==> src/suc_pkg.sv <==
package suc_pkg;

  // counter geometry
  localparam int unsigned CNT_W = 4;
  localparam logic [3:0] CNT_MAX = 4'hF;
  localparam logic [3:0] CNT_MIN = 4'h0;
  localparam logic [3:0] CNT_RST = 4'h0;
  localparam logic [3:0] CNT_ONE = 4'h1;

  // register map, byte addresses on the apb side
  localparam int unsigned ADDR_W = 12;
  localparam logic [11:0] OFS_STATUS = 12'h000;
  localparam logic [11:0] OFS_WRAPS = 12'h004;
  localparam logic [11:0] OFS_CTRL = 12'h008;

  // status field positions
  localparam int unsigned STAT_CNT_LSB = 0;
  localparam int unsigned STAT_CARRY_BIT = 4;
  localparam int unsigned STAT_DIR_BIT = 5;
  localparam int unsigned STAT_LOADN_BIT = 6;

  // control field positions and reset values
  localparam int unsigned CTRL_INHIBIT_BIT = 0;
  localparam logic CTRL_INHIBIT_RST = 1'b0;

  // wrap event counter
  localparam int unsigned WRAPS_W = 16;
  localparam logic [15:0] WRAPS_RST = 16'h0000;
  localparam logic [15:0] WRAPS_ONE = 16'h0001;

  localparam logic [31:0] RDATA_RST = 32'h0000_0000;

endpackage

==> src/suc_counter.sv <==
`timescale 1ns/1ns

module suc_counter (
  input wire logic mclk,
  input wire logic nrst,
  input wire logic clkEn,
  input wire logic preset_bit0,
  input wire logic preset_bit1,
  input wire logic preset_bit2,
  input wire logic preset_bit3,
  input wire logic load_n,
  input wire logic parallel_count_enable_n,
  input wire logic trickle_count_enable_n,
  input wire logic count_direction,
  output logic count_bit0,
  output logic count_bit1,
  output logic count_bit2,
  output logic count_bit3,
  output logic ripple_carry_n,
  input wire logic psel,
  input wire logic penable,
  input wire logic pwrite,
  input wire logic [11:0] paddr,
  input wire logic [31:0] pwdata,
  output logic [31:0] prdata,
  output logic pready,
  output logic pslverr
);

  // one step of the count, wrapping at both ends
  function automatic logic [3:0] stepCount(input logic [3:0] cnt, input logic up);
    logic [3:0] res;
    res = up ? 4'(cnt + suc_pkg::CNT_ONE) : 4'(cnt - suc_pkg::CNT_ONE);
    return res;
  endfunction

  // terminal count for the given direction
  function automatic logic atTerminal(input logic [3:0] cnt, input logic up);
    logic hit;
    hit = up ? (cnt == suc_pkg::CNT_MAX) : (cnt == suc_pkg::CNT_MIN);
    return hit;
  endfunction

  logic [3:0] count_r;
  logic [3:0] count_nxt;
  logic [3:0] presetVec;
  logic countGo;
  logic inhibit_r;
  logic [15:0] wraps_r;
  logic [15:0] wraps_nxt;
  logic wrapEvent;
  logic ack_r;
  logic [31:0] prdata_r;
  logic [31:0] rdMux;
  logic accessPh;
  logic xferDone;
  logic wrEn;
  logic hitStatus;
  logic hitWraps;
  logic hitCtrl;
  logic hitAny;
  logic termHit;

  // preset pins gathered, each bit independent of the others
  assign presetVec = {preset_bit3, preset_bit2, preset_bit1, preset_bit0};

  // both enables low and load inactive; software inhibit sits on top
  assign countGo = load_n && !parallel_count_enable_n && !trickle_count_enable_n
                   && !inhibit_r;

  // load wins over counting; a cascaded carry can drive load_n directly
  assign count_nxt = !load_n ? presetVec :
                     countGo ? stepCount(count_r, count_direction) :
                     count_r;

  // the wrap of this stage, as seen by software
  assign wrapEvent = countGo && load_n && atTerminal(count_r, count_direction);

  // all four bits in one register, one edge, no ripple
  always_ff @(posedge mclk or negedge nrst) begin
    if (!nrst) begin
      count_r <= suc_pkg::CNT_RST;
    end else if (clkEn) begin
      count_r <= count_nxt;
    end
  end

  assign count_bit0 = count_r[0];
  assign count_bit1 = count_r[1];
  assign count_bit2 = count_r[2];
  assign count_bit3 = count_r[3];

  // carry is pure gating, so a direction change shows at once;
  // enp is left out so chained stages see carry with enp high
  assign termHit = atTerminal(count_r, count_direction);
  assign ripple_carry_n = !(termHit && !trickle_count_enable_n);

  // apb decode; one wait state so read data comes from a flop
  assign accessPh = psel && penable;
  assign pready = ack_r && clkEn;
  assign xferDone = accessPh && pready;
  assign wrEn = xferDone && pwrite;
  assign hitStatus = paddr == suc_pkg::OFS_STATUS;
  assign hitWraps = paddr == suc_pkg::OFS_WRAPS;
  assign hitCtrl = paddr == suc_pkg::OFS_CTRL;
  assign hitAny = hitStatus || hitWraps || hitCtrl;
  assign pslverr = xferDone && !hitAny;
  assign prdata = prdata_r;

  // read selection, unmapped and reserved bits read as zero
  always_comb begin
    rdMux = suc_pkg::RDATA_RST;
    if (hitStatus) begin
      rdMux[suc_pkg::STAT_CNT_LSB +: 4] = count_r;
      rdMux[suc_pkg::STAT_CARRY_BIT] = !ripple_carry_n;
      rdMux[suc_pkg::STAT_DIR_BIT] = count_direction;
      rdMux[suc_pkg::STAT_LOADN_BIT] = load_n;
    end else if (hitWraps) begin
      rdMux[15:0] = wraps_r;
    end else if (hitCtrl) begin
      rdMux[suc_pkg::CTRL_INHIBIT_BIT] = inhibit_r;
    end
  end

  // a wrap in the clearing cycle is kept, so the set wins
  assign wraps_nxt = (wrEn && hitWraps) ? (wrapEvent ? suc_pkg::WRAPS_ONE : suc_pkg::WRAPS_RST)
                   : (wrapEvent ? 16'(wraps_r + suc_pkg::WRAPS_ONE) : wraps_r);

  // bus state; clkEn low also stalls the bus since pready drops
  always_ff @(posedge mclk or negedge nrst) begin
    if (!nrst) begin
      ack_r <= 1'b0;
      prdata_r <= suc_pkg::RDATA_RST;
      inhibit_r <= suc_pkg::CTRL_INHIBIT_RST;
      wraps_r <= suc_pkg::WRAPS_RST;
    end else if (clkEn) begin
      ack_r <= accessPh && !ack_r;
      if (accessPh && !ack_r) begin
        prdata_r <= rdMux;
      end
      if (wrEn && hitCtrl) begin
        inhibit_r <= pwdata[suc_pkg::CTRL_INHIBIT_BIT];
      end
      wraps_r <= wraps_nxt;
    end
  end

  // helper for the held-state check
  logic holdCase;
  assign holdCase = clkEn && load_n && (parallel_count_enable_n || trickle_count_enable_n);
endmodule

==> config.mk <==
export PLATFORM = sky130hd
export DESIGN_NAME = suc_counter
export DESIGN_NICKNAME = d
export VERILOG_FILES = /design/src/suc_pkg.sv /design/src/suc_counter.sv
export SDC_FILE = /design/constraint.sdc
export NUM_CORES = 1
export LEC_CHECK = 0
export BUFFER_PORTS_ARGS = -buffer_cell sky130_fd_sc_hd__buf_2
export CORE_ASPECT_RATIO = 2
export CORE_MARGIN = 3
export CORE_UTILIZATION = 43
export DETAILED_ROUTE_END_ITERATION = 7
export PLACE_DENSITY = 0.83
export SLEW_MARGIN = 40
export SYNTH_ARGS = -nofsm -noshare
export SYNTH_HDL_FRONTEND = slang
export SYNTH_SLANG_ARGS = --single-unit
==> constraint.sdc <==
create_clock -name mclk -period 2.1 [get_ports mclk]
set_clock_uncertainty 0.2 [all_clocks]
set_input_delay 0.42 -clock mclk [delete_from_list [all_inputs] [get_ports mclk]]
set_output_delay 0.42 -clock mclk [all_outputs]
set_load 0.1 [all_outputs]
## Word-level counts from Yosys, hierarchy flattened

Index checks and enable logic that the tools add are counted.

- Register bits after elaboration: 38

- Add/sub/neg operators: 3
- Equal/unequal tests: 4
- Mux-type cells: 12
- Reduce and logical (&&, ||, !) cells: 29

Operators by type and width:

| kind | count |
|---|---|
| two-way mux 16 bit | 2 |
| adder 16 x 1 -> 16 bit (second input constant) | 1 |
| two-way mux 15 bit | 1 |
| logical AND 1 bit | 14 |
| == test 12 x 3 -> 1 bit (second input constant) | 1 |
| == test 12 x 4 -> 1 bit (second input constant) | 1 |
| zero test 12 bit | 1 |
| two-way mux 4 bit | 3 |
| two-way mux 9 bit | 1 |
| AND reduction 2 bit | 4 |
| two-way mux 7 bit | 1 |
| zero test 1 bit | 6 |
| adder 4 x 1 -> 4 bit (second input constant) | 1 |
| == test 4 bit (second input constant) | 1 |
| zero test 4 bit | 1 |
| two-way mux 1 bit | 4 |
| subtractor 4 x 1 -> 4 bit (second input constant) | 1 |
| logical OR 1 bit | 2 |
| != test 2 x 1 -> 1 bit (second input constant) | 1 |
| nonzero test 2 bit | 1 |

## Longest topological paths before layout

- Depth in word-level cells: 8
- Gate-level depth with buffers: 6
- Mapped depth without buffers: 6

## Least setup slack after synthesis

Ideal clock, no wire load.

- Kind: input-to-output
- Start: in paddr[2]
- End: out pslverr
- Data arrival time: 3.018 ns
- Required time: 1.480 ns
- Path slack: -1.538 ns
- Stages: 4
- Buffers on the path: 1
- Path through: or2b_2 > nor4_4 > buf_2 > nor3b_1

- Cells in the longest elaborated chain, start to end: 5
- Elaborated cells between the ends (all ways): 7
- Those cells by class: eq/ne (2); reduce/logical (5)

Ends and longest elaborated chain:

| item | RTL line | RTL |
|---|---|---|
| start: declaration | suc_counter.sv:23 | `input wire logic [11:0] paddr,` |
| == test 12 x 3 -> 1 bit / zero test 12 bit (equally long branches) | suc_counter.sv:104, suc_counter.sv:103 |  |
| logical OR 1 bit | suc_counter.sv:106 | `assign hitAny = hitStatus \|\| hitWraps \|\| hitCtrl;` |
| logical OR 1 bit * | suc_counter.sv:106 |  |
| zero test 1 bit * | suc_counter.sv:107 | `assign pslverr = xferDone && !hitAny;` |
| logical AND 1 bit * | suc_counter.sv:107 |  |
| end: declaration | suc_counter.sv:27 | `output logic pslverr` |

Mark *: on every way between the ends. The rest lies on a longest branch, timed or not.

## Worst setup path after layout

- Start: reg count_r[3]
- End: out ripple_carry_n

- Cells in the longest elaborated chain, start to end: 4
- Elaborated cells between the ends (all ways): 5
- Those cells by class: eq/ne (1); mux (1); reduce/logical (3)

Ends and longest elaborated chain:

| item | RTL line | RTL |
|---|---|---|
| start: declaration | suc_counter.sv:44 | `logic [3:0] count_r;` |
| start signal: assignment | suc_counter.sv:82 | `count_r <= suc_pkg::CNT_RST;` |
| start signal: assignment | suc_counter.sv:84 | `count_r <= count_nxt;` |
| == test 4 bit / zero test 4 bit (equally long branches) | suc_counter.sv:40 | `hit = up ? (cnt == suc_pkg::CNT_MAX) : (cnt == suc_pkg::CNT_MIN);` |
| two-way mux 1 bit * | suc_counter.sv:40 |  |
| logical AND 1 bit * | suc_counter.sv:96 | `assign ripple_carry_n = !(termHit && !trickle_count_enable_n);` |
| zero test 1 bit * | suc_counter.sv:96 |  |
| end: declaration | suc_counter.sv:19 | `output logic ripple_carry_n,` |

Marked as above.

==> impl_results.md <==
* Pin count of the biggest net entering global routing at 32
* Worst-path clk slew at 70 ps
* Initial antenna violation count at 0
* RSZ-0062 raised after global routing: yes
* Post-Synth XOR/XNOR Area at 0.0114
* Syn_area_per_cell at 9.54 um2
* I/O Pins at 97
* Worst setup SP type: flop
* CTS max path bufs at 2
* Hold Path Stages at 2
* ANT cells at 0
* Finished Layout Cells at 387
* Worst setup EP type: output pin
* Clock Sinks at 38
* Ys flop type: dfrtp_1
* Dpl ws at -349 ps
* Core outline area at 5140 um2
* Synthesis Warnings at 0
* Hold Vio Cnt, Final at 0
* Remaining antenna violation count at 0
* Drt initial violations at 81
* Die Wd at 57.7 um
* Number of flops mapped to enable cells by yosys at 0
* Cells after DPL at 370
* Max-cap violations at 0
* Synthesis-to-layout area growth at 35.1%
* Layout cells sized above 1 at 0.429
* Post-synth top area cell: dfrtp_1
* Failing checks: setup timing
* Slew Viols, Final at 0
* Pwr Density at 791 nW/um2
* Starting Density at 0.448
* Post-synthesis mux area share at 0.0234
* Rel. slew slack at 0.521
* CP arrival at 1730 ps
* R2R cell count at 6
* Largest family of logic cells by synthesized area: simple AND/OR/NAND/NOR gates
* Crit Path Class: flop to output pin
* Total grt overflow at 0
* CP cell instances: nor4_4 > mux2i_4 > or2_4 > buf_12
* Synth Area in Simple Gates at 0.285
* Core Rows at 37
* Synth area leaders: dfrtp_1 (41%), buf_4 (5.5%), nand2_1 (4.2%)
* Achievable clock frequency at 0.426 GHz
* Routed len/inst at 16.6 um
* Seq/Total Area, Yosys at 0.413
* Status: complete, but fails checks
* Number of vias per cell at 5.88
* Worst EP required at 1480 ps
* Via count at 2274
* Total Routing Usage GR at 0.197
* Lkg Pwr at 1.45 nW
* Final worst path period share at 1.12
* Fin crit period at 2350 ps
* Worst Tran Pin Value at 718 ps
* Post-synthesis async set-or-reset flop share at 1.00
* Critical-path top delay cell: dfrtp_4
* Root Driver: clkbuf_8
* Critical path's largest stage delay at 510 ps
* Cell count after synthesis at 241
* CTS tree: yes
* Complex-gate fraction of the synthesized area at 0.143
* Critical path fanouts, max at 5
* Final Worst Setup Slack at -247 ps
* Die height at 109 um
* Final setup fails at 20
* Yosys reg bits at 38
* Initial DRT Pass Iterations at 4
* Vias in the first global route at 2228
* Synth Cell Area at 2300 um2
* Tot Pwr at 0.00246 W
* IO buf count at 49
* Synth cell types at 49
* Worst vdd ir at 0.664 mV
* Placer's final routability congestion estimate at 0.775
* H-tree lvl count at 2
* Post-synthesis adder-cell area fraction at 0.0250
* Final-stage net count at 390
* Total CTS buffers at 5
* Post-DP HPWL at 4380 um
* Clk Latency, worst-skew pair at 290 ps
* Synth top area share at 0.413
* DRC Markers at 0
* HP Class: primary input to flop
* First-pass GRT wire length at 9850 um
* Die area at 6310 um2
* Final wirelength at 6440 um
[timing repair]
| action | 4_1_cts | 5_1_grt |
|---|---|---|
| hold buffers | 1 | 0 |
| gates resized for setup | 9 | 14 |
| cloned | 1 | 1 |
| pin swaps | 3 | 10 |
| endpoints found under the hold margin | 30 | 0 |
| buffers inserted | 4 | 3 |
| setup endpoints to repair | 13 | 21 |
[Yosys cell counts, types with 2 or more instances]
cell type	n
o21ai_0	8
ha_1	3
or4_4	3
or4_1	13
and4_1	6
mux2_2	2
nor3b_1	2
inv_1	4
clkbuf_1	4
mux2i_1	2
nor4_1	2
a21oi_1	16
nand3_1	16
buf_6	2
dfrtp_1	38
nand4_1	8
a21oi_2	2
nor2_1	15
or2_2	2
buf_4	17
a221oi_1	6
and2_1	2
nor2b_1	3
nand2_1	26
o31ai_1	13
xnor2_1	3
[registers in the layout (all words and copies together), names as in the netlist]
signal and count:
prdata 16, wraps_r 16, count_r 4, ack_r 1, inhibit_r 1
[final cells by class]
class | count | area, um2
fillers | 413 | 2030
clock buffers | 6 | 82.6
flip-flops and latches | 38 | 963
repair buffers | 91 | 647
multi-input cells | 188 | 1320
inverters | 4 | 15.0
well taps | 58 | 72.6
clock inverters | 2 | 12.5
[routing by layer]
layer	up-vias	track usage	routed length (um)
met3	27	0.0294	334
met1	1102	0.204	2150
li1	1039	-	-
met5	-	0	0
met4	0	0.103	262
met2	106	0.370	3690
[where the power goes]
group	switching [W]	internal, W	total (W)
Combinational	0.000774	0.000270	0.00104
Sequential	0.0000718	0.000807	0.000879
Clock	0.000270	0.000264	0.000534
Total	0.00112	0.00134	0.00246
[path summary, 6_finish.rpt]
kind,start,end,slack (ps)
worst min-delay path,pwdata[0],inhibit_r$_DFFE_PN0P_,170
min in group asynchronous,nrst,prdata[15]$_DFFE_PN0P_,510
worst min register to register,prdata[13]$_DFFE_PN0P_,prdata[13]$_DFFE_PN0P_,260
worst max-delay path,count_r[3]$_DFFE_PN0P_,ripple_carry_n,-250
max in group asynchronous,nrst,prdata[12]$_DFFE_PN0P_,600
worst max register to register,count_r[3]$_DFFE_PN0P_,wraps_r[7]$_DFFE_PN0P_,-150
[metrics by stage]
stage / setup TNS (ps) / cell area, um2 / util / hold slack [ps]
after floorplan: -1610 / 2440 / - / -75.6
final: -1550 / 3110 / 0.605 / 173
after CTS: -832 / 3030 / 0.590 / 143
after global placement: -5530 / 2820 / 0.548 / 245
after global routing: -2480 / 3110 / 0.605 / 169
after detailed placement: -6730 / 2820 / 0.548 / 252
[critical path: cells and delay by family (launching register included)]
family | cells | cell delay (ps)
flops | 1 | 510
buf+inv | 1 | 160
mux | 1 | 160
simple gates | 2 | 600
[logic make-up after synthesis]
| kind of cell | after synthesis |
|---|---|
| AND/OR/NAND/NOR | 109 |
| AO/OA/AOI/OAI | 50 |
| flip-flops | 38 |
| buffers and inverters | 31 |
| multiplexers | 5 |
| adder cells (fa/ha/maj) | 4 |
| XOR/XNOR | 3 |
| other | 1 |
[placed cells by master (no fill, tap or decap), drive strengths merged, types with 2 or more instances in the layout]
| cell type | n |
|---|---|
| dfrtp | 38 |
| and2 | 2 |
| clkbuf | 7 |
| ha | 3 |
| xnor2 | 3 |
| buf | 89 |
| conb | 16 |
| o21ai | 9 |
| nor2b | 3 |
| nor3b | 3 |
| mux2 | 3 |
| or2 | 2 |
| mux2i | 3 |
| a21oi | 18 |
| nor2 | 16 |
| a221oi | 6 |
| and4 | 6 |
| inv | 4 |
| o31ai | 13 |
| nand2 | 26 |
| nand3 | 16 |
| or4 | 16 |
| nand4 | 8 |
| nor4 | 3 |
(Power assumes the default switching activity.)
